## src/core/rtss_defs.svh

```systemverilog
// register offsets, field positions, codes and reset values of the schedule block
// assumes a 32-bit apb slave with byte addresses in an 8-bit window
`ifndef RTSS_DEFS_SVH
`define RTSS_DEFS_SVH

// ----------------------------------------------------------------
// register byte offsets
// ----------------------------------------------------------------
`define RTSS_ADDR_MODE 8'h00
`define RTSS_ADDR_TSRC 8'h04
`define RTSS_ADDR_WIN0 8'h08
`define RTSS_ADDR_WIN3 8'h14
`define RTSS_ADDR_OFS 8'h18
`define RTSS_ADDR_RELAY 8'h1c
`define RTSS_ADDR_STAT 8'h20

// ----------------------------------------------------------------
// mode register fields (lsb positions)
// ----------------------------------------------------------------
`define RTSS_MODE_TFUN 0
`define RTSS_MODE_OSEL 2
`define RTSS_MODE_SPD 4
`define RTSS_MODE_DIR 8
`define RTSS_MODE_RUN 12
`define RTSS_MODE_FRQ 16
`define RTSS_MODE_LOCK 20

// ----------------------------------------------------------------
// window register fields (lsb positions)
// ----------------------------------------------------------------
`define RTSS_WIN_START 0
`define RTSS_WIN_STOP 11
`define RTSS_WIN_SDAY 22
`define RTSS_WIN_EDAY 25

// ----------------------------------------------------------------
// codes and reset values
// ----------------------------------------------------------------
`define RTSS_TFUN_ON 2'h1
`define RTSS_TFUN_DI 2'h2
`define RTSS_SPD_OFF 3'h0
`define RTSS_SPD_PAIR 3'h5
`define RTSS_RUN_SCHED 3'h4
`define RTSS_FRQ_SCHED 4'h6
`define RTSS_LOCK_NO_REV 2'h1
`define RTSS_LOCK_NO_FWD 2'h2
`define RTSS_REG_RESET 32'h0000_0000

`endif

```

## src/core/rtss_pkg.sv

```systemverilog
// types shared by the schedule block and its window evaluator
// assumes minute-of-day counting from 0 to 1439
package rtss_pkg;
  typedef logic [10:0] rtss_minute_type;
  typedef logic [2:0] rtss_day_type;
  typedef logic [4:0] rtss_mask_type;
endpackage : rtss_pkg

```

## src/core/rtss_win_if.sv

```systemverilog
// carrier between the schedule core and one time-window evaluator
// assumes the core drives settings and clock time, the evaluator answers
`timescale 1ns/1ps
`default_nettype none
interface rtss_win_if;
  rtss_pkg::rtss_minute_type start_min;
  rtss_pkg::rtss_minute_type stop_min;
  rtss_pkg::rtss_minute_type now_min;
  rtss_pkg::rtss_day_type start_day;
  rtss_pkg::rtss_day_type stop_day;
  rtss_pkg::rtss_day_type now_day;
  logic active;
  modport eval (input start_min, stop_min, now_min, start_day, stop_day, now_day,
    output active);
  modport cfg (output start_min, stop_min, now_min, start_day, stop_day, now_day,
    input active);
endinterface : rtss_win_if
`default_nettype wire

```

## src/core/rtss_window.sv

```systemverilog
// one weekly time window: weekday range and inclusive minute range
// assumes weekday 1..7 and minutes of day below 1440
`timescale 1ns/1ps
`default_nettype none
module rtss_window (
  rtss_win_if.eval win
);
  logic day_ok;
  logic time_ok;

  // ----------------------------------------------------------------
  // window evaluation
  // ----------------------------------------------------------------
  // ranges may wrap past sunday or past midnight
  always_comb begin
    if (win.start_day <= win.stop_day) begin
      day_ok = (win.now_day >= win.start_day) && (win.now_day <= win.stop_day);
    end else begin
      day_ok = (win.now_day >= win.start_day) || (win.now_day <= win.stop_day);
    end
    // [RULE5] stop minute inclusive
    if (win.start_min < win.stop_min) begin
      time_ok = (win.now_min >= win.start_min) && (win.now_min <= win.stop_min);
    end else begin
      time_ok = (win.now_min >= win.start_min) || (win.now_min <= win.stop_min);
    end
  end

  // [RULE19] weekday and time match
  // [RULE17] equal start and stop disables
  assign win.active = day_ok && time_ok && (win.start_min != win.stop_min);
endmodule : rtss_window
`default_nettype wire

```

## src/core/rtss_sched.sv

```systemverilog
// schedule core: timers from weekly windows, speed stage, direction, run gate
// assumes clock time and inputs synchronous to pclk; apb slave, zero wait
// Functional notes
// [RULE1] timer source is 5-bit mask: bits 0-3 windows, bit 4 offset, 0 none
// [RULE2] timer is OR of all selected windows
// [RULE3] mask bit 4 ORs the offset window into the timer
// [RULE4] one relay per timer; later duplicate relay mapping is ignored
// [RULE5] stop minute is inclusive, window ends the minute after
// [RULE6] speed selection 0 leaves frequency and direction untouched
// [RULE7] selections 1-4: that timer gates, speed stage zero
// [RULE8] selection 5: timers one and two form the stage code
// [RULE9] selection 5: same code picks the direction bit
// [RULE10] each timer evaluated on its own mask only
// [RULE11] scheduled frequency needs frequency source 6 and run source schedule
// [RULE12] fire mode input or kinetic ride-through forces schedule off
// [RULE13] run source 0-3 never grants a run from timers
// [RULE14] run source 4 runs only while relevant timer active
// [RULE15] direction lock blocks a locked-out scheduled direction
// [RULE16] direction field: one bit per case, 0 forward, 1 reverse
// [RULE17] window with equal start and stop never activates
// [RULE18] timer function 0 off, 1 on, 2 on while digital input asserted
// [RULE19] window active within weekday range and time range
// [RULE20] outputs registered, reset to inactive, stage zero, forward
`include "rtss_defs.svh"
`timescale 1ns/1ps
`default_nettype none
module rtss_sched (
  input wire logic pclk,
  input wire logic presetn,
  input wire logic [7:0] paddr,
  input wire logic psel,
  input wire logic penable,
  input wire logic pwrite,
  input wire logic [31:0] pwdata,
  input wire logic [3:0] pstrb,
  output logic [31:0] prdata,
  output logic pready,
  output logic pslverr,
  input wire logic [2:0] now_day,
  input wire logic [4:0] now_hour,
  input wire logic [5:0] now_minute,
  input wire logic timer_di,
  input wire logic offset_di,
  input wire logic fire_mode_cfg,
  input wire logic kinetic_ride_through_en,
  output logic [3:0] timer_state,
  output logic [1:0] speed_stage,
  output logic dir_reverse,
  output logic run_grant,
  output logic freq_from_sched,
  output logic dir_from_sched,
  output logic [3:0] relay_out
);
  logic [31:0] mode_q, mode_d, tsrc_q, tsrc_d, ofs_q, ofs_d, relay_q, relay_d;
  logic [31:0] win_q [4];
  logic [31:0] win_d [4];
  logic [31:0] prdata_q, prdata_d;
  logic [3:0] timer_q, timer_d, relay_out_q, relay_out_d, win_act;
  logic [1:0] stage_q, stage_d;
  logic dir_q, dir_d, grant_q, grant_d, freq_q, freq_d, dsel_q, dsel_d;
  logic wr_en, rd_en, acc, addr_ok, sched_en, ofs_act, gate, req_rev, dir_ok;
  logic [2:0] spd_sel, run_src;
  logic [1:0] tfun, osel, lock;
  logic [3:0] dir_bits, frq_src;
  logic [2:0] eff_map [4];
  logic [3:0] dup;
  rtss_pkg::rtss_minute_type now_min;
  rtss_win_if win_bus [4] ();

  // ----------------------------------------------------------------
  // apb access
  // ----------------------------------------------------------------
  // zero wait: every access phase completes at its first edge
  assign acc = psel && penable;
  assign wr_en = acc && pwrite && addr_ok;
  assign rd_en = psel && !penable && !pwrite;
  assign pready = 1'b1;
  assign pslverr = acc && !addr_ok;
  assign prdata = prdata_q;

  // address decode
  always_comb begin
    if (paddr == `RTSS_ADDR_MODE) begin
      addr_ok = 1'b1;
    end else if (paddr == `RTSS_ADDR_TSRC) begin
      addr_ok = 1'b1;
    end else if ((paddr >= `RTSS_ADDR_WIN0) && (paddr <= `RTSS_ADDR_WIN3)
                 && (paddr[1:0] == 2'h0)) begin
      addr_ok = 1'b1;
    end else if (paddr == `RTSS_ADDR_OFS) begin
      addr_ok = 1'b1;
    end else if (paddr == `RTSS_ADDR_RELAY) begin
      addr_ok = 1'b1;
    end else if (paddr == `RTSS_ADDR_STAT) begin
      addr_ok = !pwrite;
    end else begin
      addr_ok = 1'b0;
    end
  end

  // byte lanes merged so partial writes keep the other bytes
  function automatic logic [31:0] rtss_merge(input logic [31:0] old_v,
      input logic [31:0] new_v, input logic [3:0] be);
    logic [31:0] res;
    res = old_v;
    for (int b = 0; b < 4; b++) begin
      if (be[b]) begin
        res[b*8 +: 8] = new_v[b*8 +: 8];
      end
    end
    return res;
  endfunction : rtss_merge

  // register writes in the access phase, read data capture in the setup phase
  always_comb begin
    mode_d = mode_q;
    tsrc_d = tsrc_q;
    ofs_d = ofs_q;
    relay_d = relay_q;
    prdata_d = prdata_q;
    for (int w = 0; w < 4; w++) begin
      win_d[w] = win_q[w];
    end
    if (wr_en) begin
      if (paddr == `RTSS_ADDR_MODE) begin
        mode_d = rtss_merge(mode_q, pwdata, pstrb);
      end else if (paddr == `RTSS_ADDR_TSRC) begin
        tsrc_d = rtss_merge(tsrc_q, pwdata, pstrb);
      end else if (paddr == `RTSS_ADDR_OFS) begin
        ofs_d = rtss_merge(ofs_q, pwdata, pstrb);
      end else if (paddr == `RTSS_ADDR_RELAY) begin
        relay_d = rtss_merge(relay_q, pwdata, pstrb);
      end else begin
        win_d[paddr[3:2] - 2'h2] = rtss_merge(win_q[paddr[3:2] - 2'h2], pwdata, pstrb);
      end
    end
    if (rd_en) begin
      if (paddr == `RTSS_ADDR_MODE) begin
        prdata_d = mode_q;
      end else if (paddr == `RTSS_ADDR_TSRC) begin
        prdata_d = tsrc_q;
      end else if ((paddr >= `RTSS_ADDR_WIN0) && (paddr <= `RTSS_ADDR_WIN3)) begin
        prdata_d = win_q[paddr[3:2] - 2'h2];
      end else if (paddr == `RTSS_ADDR_OFS) begin
        prdata_d = ofs_q;
      end else if (paddr == `RTSS_ADDR_RELAY) begin
        prdata_d = relay_q;
      end else if (paddr == `RTSS_ADDR_STAT) begin
        prdata_d = {19'h0_0000, dup, sched_en, grant_q, dir_q, stage_q, timer_q};
      end else begin
        prdata_d = `RTSS_REG_RESET;
      end
    end
  end

  // ----------------------------------------------------------------
  // settings decode and time windows
  // ----------------------------------------------------------------
  assign tfun = mode_q[`RTSS_MODE_TFUN +: 2];
  assign osel = mode_q[`RTSS_MODE_OSEL +: 2];
  assign spd_sel = mode_q[`RTSS_MODE_SPD +: 3];
  assign dir_bits = mode_q[`RTSS_MODE_DIR +: 4];
  assign run_src = mode_q[`RTSS_MODE_RUN +: 3];
  assign frq_src = mode_q[`RTSS_MODE_FRQ +: 4];
  assign lock = mode_q[`RTSS_MODE_LOCK +: 2];
  assign now_min = ({6'h00, now_hour} << 6) - ({6'h00, now_hour} << 2) + {5'h00, now_minute};

  // [RULE18] timer function enable
  // [RULE12] fire mode or ride-through override
  assign sched_en = ((tfun == `RTSS_TFUN_ON) || ((tfun == `RTSS_TFUN_DI) && timer_di))
                    && !fire_mode_cfg && !kinetic_ride_through_en;

  // offset window from its preset minute to the end of the day
  assign ofs_act = ((osel == `RTSS_TFUN_ON) || ((osel == `RTSS_TFUN_DI) && offset_di))
                   && (now_min >= ofs_q[10:0]);

  // one evaluator per window
  for (genvar g = 0; g < 4; g++) begin : g_win
    assign win_bus[g].start_min = win_q[g][`RTSS_WIN_START +: 11];
    assign win_bus[g].stop_min = win_q[g][`RTSS_WIN_STOP +: 11];
    assign win_bus[g].start_day = win_q[g][`RTSS_WIN_SDAY +: 3];
    assign win_bus[g].stop_day = win_q[g][`RTSS_WIN_EDAY +: 3];
    assign win_bus[g].now_min = now_min;
    assign win_bus[g].now_day = now_day;
    assign win_act[g] = win_bus[g].active;
    rtss_window u_win (
      .win(win_bus[g])
    );
    // [RULE1] mask picks sources
    // [RULE2] [RULE3] [RULE10] own mask only
    assign timer_d[g] = sched_en && |(tsrc_q[g*8 +: 5] & {ofs_act, win_act});
  end

  // ----------------------------------------------------------------
  // speed stage, direction and run gate
  // ----------------------------------------------------------------
  // computed from registered timers, so they trail timer_state by one edge
  always_comb begin
    gate = 1'b0;
    stage_d = 2'h0;
    req_rev = dir_bits[0];
    // [RULE7] single timer, stage zero
    if ((spd_sel != `RTSS_SPD_OFF) && (spd_sel < `RTSS_SPD_PAIR)) begin
      gate = timer_q[spd_sel[1:0] - 2'h1];
    // [RULE8] [RULE9] timer pair code
    end else if (spd_sel == `RTSS_SPD_PAIR) begin
      gate = timer_q[0] || timer_q[1];
      stage_d = timer_q[1:0];
      // [RULE16] bit 0 forward, 1 reverse
      req_rev = dir_bits[timer_q[1:0]];
    end
    // [RULE15] locked direction refused
    dir_ok = !((lock == `RTSS_LOCK_NO_REV) && req_rev)
             && !((lock == `RTSS_LOCK_NO_FWD) && !req_rev);
    // [RULE6] selection 0 or invalid leaves the drive alone
    dsel_d = sched_en && gate && (spd_sel != `RTSS_SPD_OFF) && (spd_sel <= `RTSS_SPD_PAIR);
    // [RULE11] frequency needs both sources on the schedule
    freq_d = dsel_d && (frq_src == `RTSS_FRQ_SCHED) && (run_src == `RTSS_RUN_SCHED);
    // [RULE13] [RULE14] run only from run source 4
    grant_d = dsel_d && (run_src == `RTSS_RUN_SCHED) && dir_ok;
    dir_d = dsel_d && dir_ok && req_rev;
  end

  // [RULE4] later duplicate relay mapping ignored
  always_comb begin
    for (int r = 0; r < 4; r++) begin
      eff_map[r] = (relay_q[r*4 +: 3] > 3'h4) ? 3'h0 : relay_q[r*4 +: 3];
      dup[r] = 1'b0;
      for (int k = 0; k < r; k++) begin
        if ((eff_map[r] != 3'h0) && (eff_map[k] == eff_map[r])) begin
          dup[r] = 1'b1;
        end
      end
      if (dup[r]) begin
        eff_map[r] = 3'h0;
      end
      relay_out_d[r] = (eff_map[r] != 3'h0) && timer_q[eff_map[r][1:0] - 2'h1];
    end
  end

  // ----------------------------------------------------------------
  // state registers
  // ----------------------------------------------------------------
  // [RULE20] reset to inactive, stage zero, forward
  always_ff @(posedge pclk or negedge presetn) begin
    if (!presetn) begin
      mode_q <= `RTSS_REG_RESET;
      tsrc_q <= `RTSS_REG_RESET;
      ofs_q <= `RTSS_REG_RESET;
      relay_q <= `RTSS_REG_RESET;
      prdata_q <= `RTSS_REG_RESET;
      for (int w = 0; w < 4; w++) begin
        win_q[w] <= `RTSS_REG_RESET;
      end
      timer_q <= 4'h0;
      stage_q <= 2'h0;
      dir_q <= 1'b0;
      grant_q <= 1'b0;
      freq_q <= 1'b0;
      dsel_q <= 1'b0;
      relay_out_q <= 4'h0;
    end else begin
      mode_q <= mode_d;
      tsrc_q <= tsrc_d;
      ofs_q <= ofs_d;
      relay_q <= relay_d;
      prdata_q <= prdata_d;
      for (int w = 0; w < 4; w++) begin
        win_q[w] <= win_d[w];
      end
      timer_q <= timer_d;
      stage_q <= stage_d;
      dir_q <= dir_d;
      grant_q <= grant_d;
      freq_q <= freq_d;
      dsel_q <= dsel_d;
      relay_out_q <= relay_out_d;
    end
  end

  assign timer_state = timer_q;
  assign speed_stage = stage_q;
  assign dir_reverse = dir_q;
  assign run_grant = grant_q;
  assign freq_from_sched = freq_q;
  assign dir_from_sched = dsel_q;
  assign relay_out = relay_out_q;

  // ----------------------------------------------------------------
  // assertions
  // ----------------------------------------------------------------
  AST_MASK_ZERO: assert property (@(posedge pclk) disable iff (!presetn) // [RULE1]
    timer_state[0] |-> $past(tsrc_q[4:0]) != 5'h00)
    else $error("timer 0 active with empty mask");
  AST_TIMER_OR: assert property (@(posedge pclk) disable iff (!presetn) // [RULE2]
    (sched_en && |(tsrc_q[11:8] & win_act)) |=> timer_state[1])
    else $error("timer 1 missed a selected window");
  AST_OFFSET_OR: assert property (@(posedge pclk) disable iff (!presetn) // [RULE3]
    (sched_en && tsrc_q[4] && ofs_act) |=> timer_state[0])
    else $error("offset window not ORed into timer 0");
  AST_RELAY_ONE: assert property (@(posedge pclk) disable iff (!presetn) // [RULE4]
    (eff_map[0] != 3'h0) |-> (eff_map[1] != eff_map[0]) && (eff_map[2] != eff_map[0])
    && (eff_map[3] != eff_map[0]))
    else $error("two relays mapped to one timer");
  AST_STOP_INCL: assert property (@(posedge pclk) disable iff (!presetn) // [RULE5]
    (win_bus[0].now_min == win_bus[0].stop_min) && (win_bus[0].start_min < win_bus[0].stop_min)
    && (now_day == win_bus[0].start_day) |-> win_act[0])
    else $error("window dropped during its stop minute");
  AST_SEL_OFF: assert property (@(posedge pclk) disable iff (!presetn) // [RULE6]
    (spd_sel == `RTSS_SPD_OFF) |=> !dir_from_sched && !freq_from_sched && !run_grant)
    else $error("schedule acted with speed selection 0");
  AST_SINGLE_STAGE: assert property (@(posedge pclk) disable iff (!presetn) // [RULE7]
    (spd_sel != `RTSS_SPD_OFF) && (spd_sel < `RTSS_SPD_PAIR) |=> speed_stage == 2'h0)
    else $error("single timer selection left stage zero");
  AST_PAIR_STAGE: assert property (@(posedge pclk) disable iff (!presetn) // [RULE8]
    (spd_sel == `RTSS_SPD_PAIR) |=> speed_stage == $past(timer_state[1:0]))
    else $error("pair stage does not follow timers one and two");
  AST_FIRE_OFF: assert property (@(posedge pclk) disable iff (!presetn) // [RULE12]
    (fire_mode_cfg || kinetic_ride_through_en) |=> !run_grant && timer_state == 4'h0)
    else $error("schedule still active under fire mode or ride-through");
  AST_RUN_SRC_LOW: assert property (@(posedge pclk) disable iff (!presetn) // [RULE13]
    (run_src < `RTSS_RUN_SCHED) |=> !run_grant)
    else $error("run granted with run source 0 to 3");
  AST_LOCK: assert property (@(posedge pclk) disable iff (!presetn) // [RULE15]
    (lock == `RTSS_LOCK_NO_REV) |=> !dir_reverse)
    else $error("reverse produced while reverse is locked");
  AST_EQUAL_OFF: assert property (@(posedge pclk) disable iff (!presetn) // [RULE17]
    (win_bus[2].start_min == win_bus[2].stop_min) |-> !win_act[2])
    else $error("window with equal start and stop is active");
endmodule : rtss_sched
`default_nettype wire

```

## config.mk

```make
export PLATFORM = sky130hd
export DESIGN_NAME = rtss_sched
export DESIGN_NICKNAME = d
export VERILOG_FILES = /design/src/core/rtss_pkg.sv /design/src/core/rtss_win_if.sv /design/src/core/rtss_window.sv /design/src/core/rtss_sched.sv
export VERILOG_INCLUDE_DIRS = /design/src /design/src/core
export SDC_FILE = /design/constraint.sdc
export NUM_CORES = 1
export LEC_CHECK = 0
export BUFFER_PORTS_ARGS = -buffer_cell sky130_fd_sc_hd__buf_2
export CORE_ASPECT_RATIO = 0.75
export CORE_MARGIN = 2
export CORE_UTILIZATION = 64
export DETAILED_ROUTE_END_ITERATION = 10
export HOLD_SLACK_MARGIN = 0.08
export PLACE_DENSITY = 0.83
export SYNTH_ARGS = -nofsm -noshare
export SYNTH_HDL_FRONTEND = slang
export SYNTH_HIERARCHICAL = 1
export SYNTH_SLANG_ARGS = --single-unit
```

## constraint.sdc

```tcl
create_clock -name pclk -period 6.5 [get_ports pclk]
set_clock_uncertainty 0.2 [all_clocks]
set_input_delay 0.65 -clock pclk [delete_from_list [all_inputs] [get_ports pclk]]
set_output_delay 0.65 -clock pclk [all_outputs]
set_load 0.02 [all_outputs]
```

**Yosys cells after proc, flatten, opt, wreduce, memory -nomap -nowiden**

Index checks and enable logic that the tools add are counted.

- Output and inout bits: 48
- Register bits: 302
- Word-level logic and storage cells: 297

- Equal/unequal tests: 23
- Multiplexer cells: 81
- Reductions and logical operators: 107
- $lt $le $gt $ge: 41
- Add/subtract/negate cells: 8
- Bitwise gates (word level): 9

Operator list:

| kind | number |
|---|---|
| $mux W32 | 8 |
| $mux W8 | 24 |
| $bwmux W128 | 1 |
| $bmux W32 S2 | 1 |
| $demux W32 S2 | 1 |
| $logic_and A1 B1 Y1 | 57 |
| $ge A11 B11 Y1 | 5 |
| $le A11 B11 Y1 | 4 |
| $lt A11 B11 Y1 | 4 |
| $ne A11 B11 Y1 | 4 |
| $mux W1 | 30 |
| $reduce_and A5 Y1 | 5 |
| $le A3 B3 Y1 | 8 |
| $reduce_and A6 Y1 | 4 |
| $reduce_bool A3 Y1 | 8 |
| $mux W3 | 7 |
| $and A5 B5 Y5 | 4 |
| $reduce_or A5 Y1 | 4 |
| $eq A3 B3 Y1 | 6 |
| $lt A2 B3 Y1 const B | 6 |
| $eq A8 B5 Y1 const B | 2 |
| $reduce_and A4 Y1 | 4 |
| $mux W13 | 1 |
| $bmux W1 S2 | 6 |
| 26 further kinds | 65 |

**Logic depth before layout (Yosys ltp)**

Gate-level depths: netlist (run 1).

- Depth in word-level cells: 19
- Gate-level depth with buffers: 20

**Hierarchy**

Netlist (run 1), hierarchy kept.

By module, submodules not included:

| module | area an instance (um2) | instances | cells each |
|---|---|---|---|
| rtss_sched | 14460.1 | 1 | 1277 |
| rtss_window (g_win[0].u_win ...) | 996.0 | 3 | 132 |
| rtss_window (g_win[3].u_win) | 1003.5 | 1 | 126 |

**Least setup slack after synthesis (run 1)**

OpenSTA, ideal clock, no wires.

- Path kind: input -> register
- Start point: in now_hour[0]
- End point: reg timer_q[0], in the netlist timer_state[0]
- Path slack: 1.857 ns
- Arrival: 4.365 ns
- Buffers on the path: 0
- Library setup time: 0.078 ns
- Stages on the path: 20
- Data required time: 6.222 ns
- Cell sequence: inv_1 -> ha_1 -> o21a_1 -> o21a_1 -> o21a_1 -> o21ai_0 -> and3_1 -> and2_1 -> nand2_1 -> xnor2_1 -> ha_1 -> nand4_1 -> nor2_1 -> o2bb2ai_1 -> o31a_1 -> maj3_2 -> a211oi_2 -> a22o_1 -> a221oi_1 -> o2bb2ai_1

- Word-level cells in the longest chain between the ends: 10
- Elaborated cells between the ends (all ways): 35

RTL lines:

| item | line | RTL |
|---|---|---|
| from (decl) | rtss_sched.sv:40 | `input wire logic [4:0] now_hour,` |
| $sub A11 B7 Y11 * | rtss_sched.sv:166 | `assign now_min = ({6'h00, now_hour} << 6) - ({6'h00, now_hour} << 2) + {5'h00, now_minute};` |
| $add A11 B6 Y11 * | rtss_sched.sv:166 |  |
| named net now_min[10] | rtss_sched.sv:67 | `rtss_pkg::rtss_minute_type now_min;` |
| $ge A11 B11 Y1 / $le A11 B11 Y1 (equally long branches) | rtss_window.sv:23, rtss_window.sv:25 |  |
| $logic_or A1 B1 Y1 / $logic_and A1 B1 Y1 (equally long branches) | rtss_window.sv:25, rtss_window.sv:23 |  |
| $mux W1 * | rtss_window.sv:22 | `if (win.start_min < win.stop_min) begin` |
| $logic_and A1 B1 Y1 * (2 in a row) | rtss_window.sv:31 | `assign win.active = day_ok && time_ok && (win.start_min != win.stop_min);` |
| named net win_bus[3].active | rtss_win_if.sv:12 | `logic active;` |
| $and A5 B5 Y5 * | rtss_sched.sv:191 | `assign timer_d[g] = sched_en && \|(tsrc_q[g*8 +: 5] & {ofs_act, win_act});` |
| $reduce_or A5 Y1 * | rtss_sched.sv:191 |  |
| $logic_and A1 B1 Y1 * | rtss_sched.sv:191 |  |
| named net timer_d[0] | rtss_sched.sv:58 | `logic [3:0] timer_q, timer_d, relay_out_q, relay_out_d, win_act;` |
| to (signal assigned) | rtss_sched.sv:271 | `timer_q <= timer_d;` |
| to (decl) | rtss_sched.sv:58 |  |

Mark *: on every way through the listed nets, which the timed path passes. The rest lies on a longest branch.
A chain may end at the register's enable or synchronous reset.

**Worst setup path in the final report (run 1)**

- Start point: in now_hour[0]
- End point: reg timer_q[2], in the netlist timer_state[2]

- Word-level cells in the longest chain between the ends: 10
- Elaborated cells between the ends (all ways): 35

RTL lines:

| item | line |
|---|---|
| $sub A11 B7 Y11 * | rtss_sched.sv:166 |
| $add A11 B6 Y11 * | rtss_sched.sv:166 |
| named net now_min[10] | rtss_sched.sv:67 |
| $ge A11 B11 Y1 / $le A11 B11 Y1 (equally long branches) | rtss_window.sv:23, rtss_window.sv:25 |
| $logic_or A1 B1 Y1 / $logic_and A1 B1 Y1 (equally long branches) | rtss_window.sv:25, rtss_window.sv:23 |
| $mux W1 * | rtss_window.sv:22 |
| $logic_and A1 B1 Y1 * (2 in a row) | rtss_window.sv:31 |
| named net win_bus[0].active | rtss_win_if.sv:12 |
| $and A5 B5 Y5 * | rtss_sched.sv:191 |
| $reduce_or A5 Y1 * | rtss_sched.sv:191 |
| $logic_and A1 B1 Y1 * | rtss_sched.sv:191 |
| named net timer_d[2] | rtss_sched.sv:58 |

Marks and branches as above.

==> results of run 1 <==
==> kinds of logic (layout without fill, tap and decap cells) <==
logic type / count (synthesis) / count (layout) / share of synthesized area [%]
AOI/OAI and AO/OA: 462 / 462 / 15.6
and+or+nand+nor: 398 / 398 / 10.4
DFF: 302 / 302 / 41.0
buffers and inverters: 225 / 333 / 4.83
muxes: 201 / 201 / 14.3
adders and majority gates: 198 / 198 / 13.3
xor gates and xnor gates: 12 / 12 / 0.570
other: 1 / 3 / 0.0203
==> layout make-up <==
class / instances / area, um^2
Clock inverter: 14 / 216
Clock buffer: 38 / 790
Sequential cell: 302 / 7560
Antenna cell: 2 / 5.00
Inverter: 150 / 563
Timing Repair Buffer: 131 / 726
Tap cell: 385 / 482
Multi-Input combinational cell: 1272 / 10000
Fill cell: 1918 / 7800
==> through the flow <==
| step | power (mW) | hold WS [ns] | instances | setup slack [ns] |
|---|---|---|---|---|
| floorplan | 2.35 | 0.154 | 1799 | 1.86 |
| global placement | 2.57 | 0.236 | 2239 | 1.74 |
| detailed placement | 2.59 | 0.257 | 2239 | 1.57 |
| CTS | 4.39 | 0.140 | 2292 | 2.17 |
| global route | 4.56 | 0.163 | 2293 | 1.77 |
| finish | 4.40 | 0.155 | 2294 | 2.10 |
==> registers in the layout, indices dropped and copies added, names as in the netlist, 16 cells and up <==
name               cells
mode_q                32
ofs_q                 32
prdata                32
relay_q               32
tsrc_q                32
win_bus.start_min     44
win_bus.stop_min      44
win_q                 16
==> power by group <==
group	switching [mW]	internal [mW]
sequential	0.0306	1.91
combinational	0.400	0.236
clock	0.767	1.06
total	1.20	3.20
==> routing by layer <==
metal	global-route usage, %	vias up	routed length (um)
met3	10.7	148	6480
met1	53.4	7549	22700
met2	55.6	870	24100
li1	-	6711	-
met4	11.4	0	1670
met5	0	-	0
==> critical path, delay by kind of cell <==
family / cells / cell delay, ns
AOI/OAI and AO/OA: 10 / 1.85
xor gates and xnor gates: 1 / 0.13
adders and majority gates: 3 / 0.92
and+or+nand+nor: 5 / 0.78
buffers and inverters: 3 / 0.32
==> cells in the final DEF (no fill, tap or decap), drive strengths merged, types with 11 or more instances in the layout <==
master  synthesis  layout
o21ai         149     149
o21a           12      12
ha            190     190
dfrtp         302     302
nor3           15      15
nand4          27      27
mux4           37      37
a22o           12      12
nor2           99      99
inv           150     152
a21o           29      29
a31oi          21      21
nand3          32      32
a221oi         34      34
mux2          129     129
nor2b          12      12
nand2         167     167
a21oi         133     133
clkbuf         47      38
mux2i          35      35
a22oi          11      11
buf            28     130
==> repair_timing <==
action	in CTS	in global routing
hold buffers	1	0
endpoints found under the hold margin	96	0
buffers inserted	0	0
==> synth_stat cells (all sizes together), types with 10 or more instances <==
| cell type | number |
|---|---|
| mux2 | 129 |
| dfrtp | 302 |
| a22oi | 11 |
| a22o | 12 |
| inv | 150 |
| a21oi | 133 |
| o21ai | 149 |
| a21o | 29 |
| a31oi | 21 |
| buf | 28 |
| nand3 | 32 |
| nand2 | 167 |
| mux2i | 35 |
| clkbuf | 47 |
| nor3 | 15 |
| nor2b | 12 |
| mux4 | 37 |
| a221oi | 34 |
| o31ai | 10 |
| nand4 | 27 |
| o21a | 12 |
| ha | 190 |
| nor2 | 99 |
==> path summary, 6_finish.rpt <==
check                           slack (ns)  cells after the start               to        start
min in group asynchronous             0.47                      2      dir_reverse      presetn
max in group asynchronous             4.17                      3        ofs_q[16]      presetn
worst max register to register        2.29                     10     relay_out[3]   relay_q[2]
worst min-delay path                  0.15                      2       mode_q[30]   pwdata[30]
worst max-delay path                  2.10                     22   timer_state[2]  now_hour[0]
worst min register to register        0.27                      1  freq_from_sched   mode_q[16]
==> impl_metrics.ini, run 1 <==
[run_status]
status = finished clean

[sta]
fmax_mhz = 227
slew_headroom_pct = 20.0
finalCriticalPeriod_ns = 4.40
rsz0062_at_grt = no
final_max_slew_viol_count = 0
finalSetupTns_ns = 0
hold_viol_final = 0
finalSetupViolations = 0
fin_crit_sh_pct = 67.7
tightest_slew_ns = 1.20

[global_route]
grt_use_total_pct = 37.4
grt-ovfl-total = 0
grt_pass1_vias = 14700
antenna_found_initial = 2
grt_pass1_wl_um = 85400
grt_max_degree = 125

[logic_synthesis]
synthTopCellsByArea = dfrtp_1, ha_1, mux2_2
ys_seq_area_share_pct = 41.0
ys_ff_latch = 302
synth_area_leader_cell = dfrtp_1
postSynthCellCount = 1799
post_synth_num_cell_types = 78
synth_top_area_share_pct = 41.0
synth_nets = 2056
async_flop_share_pct = 100
synth_edf_count = 0
synth-main-ff-cell = dfrtp_1
synth_warnings = 6
netlist_area_um2 = 18500
syn_area_per_cell_um2 = 10.3

[clock_tree]
clock-sinks = 302
clock_latency_ns = 0.59
cts_buffers = 29
clockBufferDepth = 3
path_clk_slew_ns = 0.07
cts_tree = built
clockRootBuffer = clkbuf_16
htreeDepth = 1
cts_resized = 0

[cells_and_area]
stdcell_area_um2 = 20400
area_delta_synth_final_pct = 10.4
fin_nets = 2143
drive_gt1_share_pct = 19.8
finish.utilization_pct = 72.3

[worst_setup_path]
path_class = input port to register
slowest_delay_ns = 0.32
cp_data_arrival_time_ns = 4.66
worstSetupStartpointType = input port
end_kind = register
crit_required_ns = 6.76
worstPathCellList = buf_2 > inv_1 > ha_1 > o21a_1 > o21a_1 > o21a_1 > o21ai_0 > and3_1 > and2_1 > nand2_1 > xnor2_1 > buf_4 > ha_1 > nand4_1 > nor2_1 > a21o_1 > o31ai_2 > maj3_2 > o311a_1 > a22o_1 > a221oi_1 > o2bb2ai_1
crit_path_frequent_cell = o21a_1
critical_path.slowest_cell = ha_1
cp_max_fo = 9

[power_and_ir_drop]
p_leak_nw = 9.46
power_density_nw_per_um2 = 216
ir_worst_vdd_uv = 204

[placed_design]
place_congestion = 0.971
dp_hpwl_um = 39900
placed_area_um2 = 19400
portBuffers = 113

[route]
ant_nets = 0
wl_um = 54900
num_vias = 15300
drt-initial-drc-count = 1549
dr.pass1.iters = 6
drt-vias-per-instance = 6.66
drc = 0
wl_per_cell_um = 24.0

[floorplanning]
initial_utilization_pct = 65.5
fp-row-count = 53
die_h_um = 151
core-area_um2 = 28200
die_area_um2 = 30200
ios = 115
die_w_um = 200

[job]
maxCapViolations = 0

[min_path]
hp-class = input port to register
No activity file was read; power rests on OpenSTA's default activity.
==> run 2: changes to the inputs <==
--- a/config.mk
+++ b/config.mk
@@ -9,10 +9,10 @@
 export BUFFER_PORTS_ARGS = -buffer_cell sky130_fd_sc_hd__buf_2
 export CORE_ASPECT_RATIO = 0.75
 export CORE_MARGIN = 2
-export CORE_UTILIZATION = 64
+export CORE_UTILIZATION = 56
 export DETAILED_ROUTE_END_ITERATION = 10
 export HOLD_SLACK_MARGIN = 0.08
-export PLACE_DENSITY = 0.83
+export PLACE_DENSITY = 0.77
 export SYNTH_ARGS = -nofsm -noshare
 export SYNTH_HDL_FRONTEND = slang
 export SYNTH_HIERARCHICAL = 1
==> constraint.sdc (replaced) <==
create_clock -name pclk -period 3.7 [get_ports pclk]
set_clock_uncertainty 0.2 [all_clocks]
set_input_delay 0.37 -clock pclk [delete_from_list [all_inputs] [get_ports pclk]]
set_output_delay 0.37 -clock pclk [all_outputs]
set_load 0.02 [all_outputs]
==> impl_metrics.ini, run 2 (synthesis gave the netlist of run 1 again) <==
[cells_and_area]
stdcell_count = 2465
final_common_cell = dfrtp_1
stdcell_area_um2 = 21800
final_cell_mix = dfrtp_1, ha_1, nand2_1
drive_gt1_share_pct = 24.2
area_delta_synth_final_pct = 18.2
fin_nets = 2255

[power_and_ir_drop]
clkPwrFrac_pct = 41.2
p_seq_share_pct = 42.9
p_leak_nw = 10.1
ir_worst_vdd_uv = 414
swShare_pct = 27.1
p_switching_mw = 2.16
power_density_nw_per_um2 = 365
combPwrFrac_pct = 15.9
internal_power_mw = 5.80

[placed_design]
placed_area_um2 = 20200
pre_cts_ws_ns = -0.664
place_congestion = 1.02
dp_hpwl_um = 41900
dp_cells = 2366
portBuffers = 113

[worst_setup_path]
worstSetupStartpointType = input port
path_class = input port to register
cp_data_arrival_time_ns = 4.03
worstRegToRegCells = 11
crit_required_ns = 3.99
end_kind = register
crit_path_frequent_cell = o21a_1
cp_max_fo = 6
worstPathCellList = buf_8 > inv_4 > ha_4 > o21a_1 > o21a_1 > o21a_1 > o21ai_2 > and3_4 > and2_4 > nand2_4 > xnor2_4 > buf_6 > ha_4 > nand4_1 > buf_4 > a21oi_2 > o31a_1 > maj3_2 > a211oi_4 > a22o_1 > a221oi_2 > o2bb2ai_1
critical_path.slowest_cell = maj3_2
slowest_delay_ns = 0.33

[min_path]
hp-class = input port to asynchronous set/reset pin

[clock_tree]
cts_buffers = 31
clock-sinks = 302
clockRootBuffer = clkbuf_16
htreeDepth = 1
clockBufferDepth = 3
clock_latency_ns = 0.60
cts_tree = built
path_clk_slew_ns = 0.06

[sta]
final_max_slew_viol_count = 0
fmax_mhz = 267
finalSetupViolations = 2
finalCriticalPeriod_ns = 3.75
slew_headroom_pct = 42.3
layout_setup_ws_ns = -0.0481
hold_viol_final = 0
rsz0062_at_grt = yes
fin_crit_sh_pct = 101
tightest_slew_ns = 0.842
finalSetupTns_ns = -0.0696

[route]
wl_um = 56200
ant_nets = 0
drc = 0
wl_per_cell_um = 22.8
num_vias = 15600
drt-vias-per-instance = 6.34
drt-initial-drc-count = 1815
dr.pass1.iters = 6

[floorplanning]
ios = 115
die_w_um = 214
die_area_um2 = 34400
initial_utilization_pct = 56.9
die_h_um = 161
fp-row-count = 57
core-area_um2 = 32400

[global_route]
use_met2_pct = 49.7
grt_pass1_wl_um = 87400
grt_pass1_vias = 15500
grt_use_total_pct = 32.8
grt_busiest_layer = met2
grt-ovfl-total = 0
use_met3_pct = 7.37
antenna_found_initial = 1
grt_use_met1_pct = 47.1
grt_max_degree = 83

[run_status]
status = complete, but fails checks
violations = negative setup slack

[job]
maxCapViolations = 0
-- run 2: timing repair --
item                                   4_1_cts  5_1_grt
cloned                                       0        0
buffers inserted                             1        7
gates resized for setup                      6       19
setup endpoints to repair                    5        5
pin swaps                                    7       25
endpoints found under the hold margin      220        0
hold buffers                                33        0
-- run 2: final cells by class --
cell class / instances / area, um^2
Fill cell: 2402 / 10600
Timing Repair Buffer: 241 / 1760
Tap cell: 442 / 553
Multi-Input combinational cell: 1272 / 10300
Clock buffer: 43 / 861
Clock inverter: 14 / 193
Antenna cell: 1 / 2.50
Sequential cell: 302 / 7560
Inverter: 150 / 566
-- run 2: worst max-delay path: cells and delay by family --
kind                       cells  cell delay (ns)
xor gates and xnor gates       1             0.28
and+or+nand+nor                4             0.52
adders and majority gates      3             0.71
buffers and inverters          4             0.46
AOI/OAI and AO/OA             10             1.69
-- run 2: routing by layer --
metal | part of all wire [%] | up-vias
li1 | - | 6940
met1 | 43 | 7790
met2 | 44 | 754
met3 | 9.8 | 143
met4 | 3.5 | 0
met5 | 0 | -
-- run 2: power groups by stage --
stage / Clock [mW] / Combinational (mW) / Sequential [mW]
after floorplan: 0 / 0.667 / 3.48
after global placement: 0 / 1.12 / 3.47
after detailed placement: 0 / 1.18 / 3.47
after CTS: 3.28 / 1.23 / 3.41
after global routing: 3.42 / 1.40 / 3.42
final: 3.27 / 1.27 / 3.41
-- run 2: path summary, 6_finish.rpt --
check / endpoint / startpoint / slack [ns]
max: timer_state[0] / now_hour[0] / -0.05
min: relay_out[0] / presetn / 0.15
max reg2reg: relay_out[3] / relay_q[0] / 0.17
min reg2reg: freq_from_sched / mode_q[16] / 0.26
max in group asynchronous: win_bus[3].start_day[2] / presetn / 2.20
min in group pclk: timer_state[2] / kinetic_ride_through_en / 0.16
-- run 2: stage by stage --
| stage | util, % | power [mW] | hold WS [ns] |
|---|---|---|---|
| after detailed placement | 62.2 | 4.65 | 0.199 |
| after CTS | 66.6 | 7.92 | 0.143 |
| after global routing | 67.2 | 8.24 | 0.172 |
| after global placement | 62.2 | 4.59 | 0.196 |
| after floorplan | - | 4.14 | -0.126 |
| final | 67.2 | 7.95 | 0.148 |
==> run 3: changes to the inputs <==
--- a/config.mk
+++ b/config.mk
@@ -7,12 +7,13 @@
 export NUM_CORES = 1
 export LEC_CHECK = 0
 export BUFFER_PORTS_ARGS = -buffer_cell sky130_fd_sc_hd__buf_2
+export CAP_MARGIN = 0
 export CORE_ASPECT_RATIO = 0.75
 export CORE_MARGIN = 2
-export CORE_UTILIZATION = 56
+export CORE_UTILIZATION = 55
 export DETAILED_ROUTE_END_ITERATION = 10
 export HOLD_SLACK_MARGIN = 0.08
-export PLACE_DENSITY = 0.77
+export PLACE_DENSITY = 0.76
 export SYNTH_ARGS = -nofsm -noshare
 export SYNTH_HDL_FRONTEND = slang
 export SYNTH_HIERARCHICAL = 1
==> impl_metrics.ini, run 3 (synthesis gave the netlist of run 1 again) <==
[run_status]
status = complete, but fails checks
violations = negative setup slack

[clock_tree]
cts_tree = built
path_clk_slew_ns = 0.06
clockBufferDepth = 3
htreeDepth = 1
clock-sinks = 302
cts_buffers = 31
clock_latency_ns = 0.59
clockRootBuffer = clkbuf_16

[floorplanning]
die_area_um2 = 35000
die_w_um = 215
core-area_um2 = 33300
initial_utilization_pct = 55.4
die_h_um = 163
fp-row-count = 58
ios = 115

[min_path]
hp-class = input port to asynchronous set/reset pin

[cells_and_area]
fin_nets = 2249
final_common_cell = dfrtp_1
final_cell_mix = dfrtp_1, ha_1, nand2_1
seqCellArea_um2 = 7560
fillers = 2553
stdcell_area_um2 = 21700
multiInputGateArea_um2 = 10300
area_delta_synth_final_pct = 17.9
drive_gt1_share_pct = 23.9
finish.utilization_pct = 65.3

[worst_setup_path]
end_kind = register
crit_path_frequent_cell = o21a_1
cp_data_arrival_time_ns = 4.02
crit_required_ns = 4.00
critical_path.slowest_cell = maj3_2
cp_max_fo = 6
path_class = input port to register
worstPathCellList = buf_8 > inv_4 > ha_4 > o21a_1 > o21a_1 > o21a_1 > o21ai_2 > and3_4 > and2_4 > nand2_4 > xnor2_4 > buf_6 > ha_4 > nand4_1 > buf_4 > a21oi_2 > o31a_1 > maj3_2 > a211oi_4 > a22o_1 > a221oi_2 > o2bb2ai_1
worstSetupStartpointType = input port
slowest_delay_ns = 0.32

[route]
drt-vias-per-instance = 6.29
detail_route.wirelength.met1_um = 24300
num_vias = 15500
met3_length_um = 4990
wl_um = 56200
highest_layer = met4
drt-initial-drc-count = 1837
ant_nets = 0
wl_per_cell_um = 22.8
met2_wirelength_um = 25100
drc = 0
dr.pass1.iters = 8

[sta]
finalSetupTns_ns = -0.0550
layout_setup_ws_ns = -0.0204
hold_viol_final = 0
fin_crit_sh_pct = 101
fmax_mhz = 269
rsz0062_at_grt = yes
finalSetupViolations = 3
tightest_slew_ns = 1.10
finalCriticalPeriod_ns = 3.72
final_max_slew_viol_count = 0
slew_headroom_pct = 26.8

[global_route]
antenna_found_initial = 3
grt-ovfl-total = 0
grt_pass1_vias = 15200
grt_use_total_pct = 32.0
grt_pass1_wl_um = 87000
grt_max_degree = 119

[placed_design]
place_congestion = 0.961
placed_area_um2 = 20200
portBuffers = 113
dp_hpwl_um = 41400

[power_and_ir_drop]
ir_worst_vdd_uv = 379
p_leak_nw = 10.0
total_power_mw = 7.85
power_density_nw_per_um2 = 361

[job]
maxCapViolations = 0
[run 3: where the power goes]
| part | internal, mW | total (mW) | switching, mW | leakage [nW] |
|---|---|---|---|---|
| Combinational | 0.523 | 1.26 | 0.736 | 5.35 |
| Sequential | 3.36 | 3.41 | 0.0569 | 4.19 |
| Clock | 1.83 | 3.18 | 1.35 | 0.503 |
[run 3: critical path: cells and delay by family]
family                   cells  cell delay, ns
buffers and inverters        4            0.44
XOR/XNOR                     1            0.27
adder cells (fa/ha/maj)      3            0.70
AO/OA/AOI/OAI               10            1.65
AND/OR/NAND/NOR              4            0.57
[run 3: per-layer routing]
metal	vias to the layer above	GRT usage, %
met5	-	0
met4	0	10.0
met3	128	5.83
met2	764	49.4
met1	7708	46.2
li1	6940	-
[run 3: final cells by class]
class | instances | share of cell area (%)
antenna | 4 | 0.0460
tap | 450 | 2.59
multi-input combinational | 1272 | 47.2
inverter | 150 | 2.60
clock buffer | 45 | 4.13
clock inverter | 12 | 0.610
sequential | 302 | 34.7
timing repair buffer | 235 | 8.08
[run 3: repair_timing]
action / in CTS / in global routing
pin swaps: 10 / 8
hold buffers: 33 / 0
buffers inserted: 4 / 4
hold endpoints to repair: 406 / 0
endpoints found under the setup margin: 5 / 5
resized for setup: 3 / 18
[run 3: path summary, 6_finish.rpt]
| check | cells past startpoint | slack (ns) | end | from |
|---|---|---|---|---|
| setup reg to reg | 11 | 0.17 | relay_out[3] | relay_q[0] |
| setup / recovery | 22 | -0.02 | timer_state[0] | now_hour[0] |
| hold reg to reg | 1 | 0.27 | freq_from_sched | mode_q[16] |
| min in group pclk | 4 | 0.14 | prdata[8] | pwrite |
| hold / removal | 2 | 0.1 | prdata[6] | presetn |
| max in group asynchronous | 3 | 2.21 | win_bus[1].start_min[6] | presetn |
[run 3: per-stage QoR]
step                hold WS (ns)  setup slack [ns]  std cells
finish                    0.0982           -0.0204       2470
global route               0.141            -0.128       2469
CTS                       0.0934           0.00725       2462
detailed placement         0.111            -0.736       2368
global placement           0.105            -0.657       2368
floorplan                 -0.126            -0.249       1799
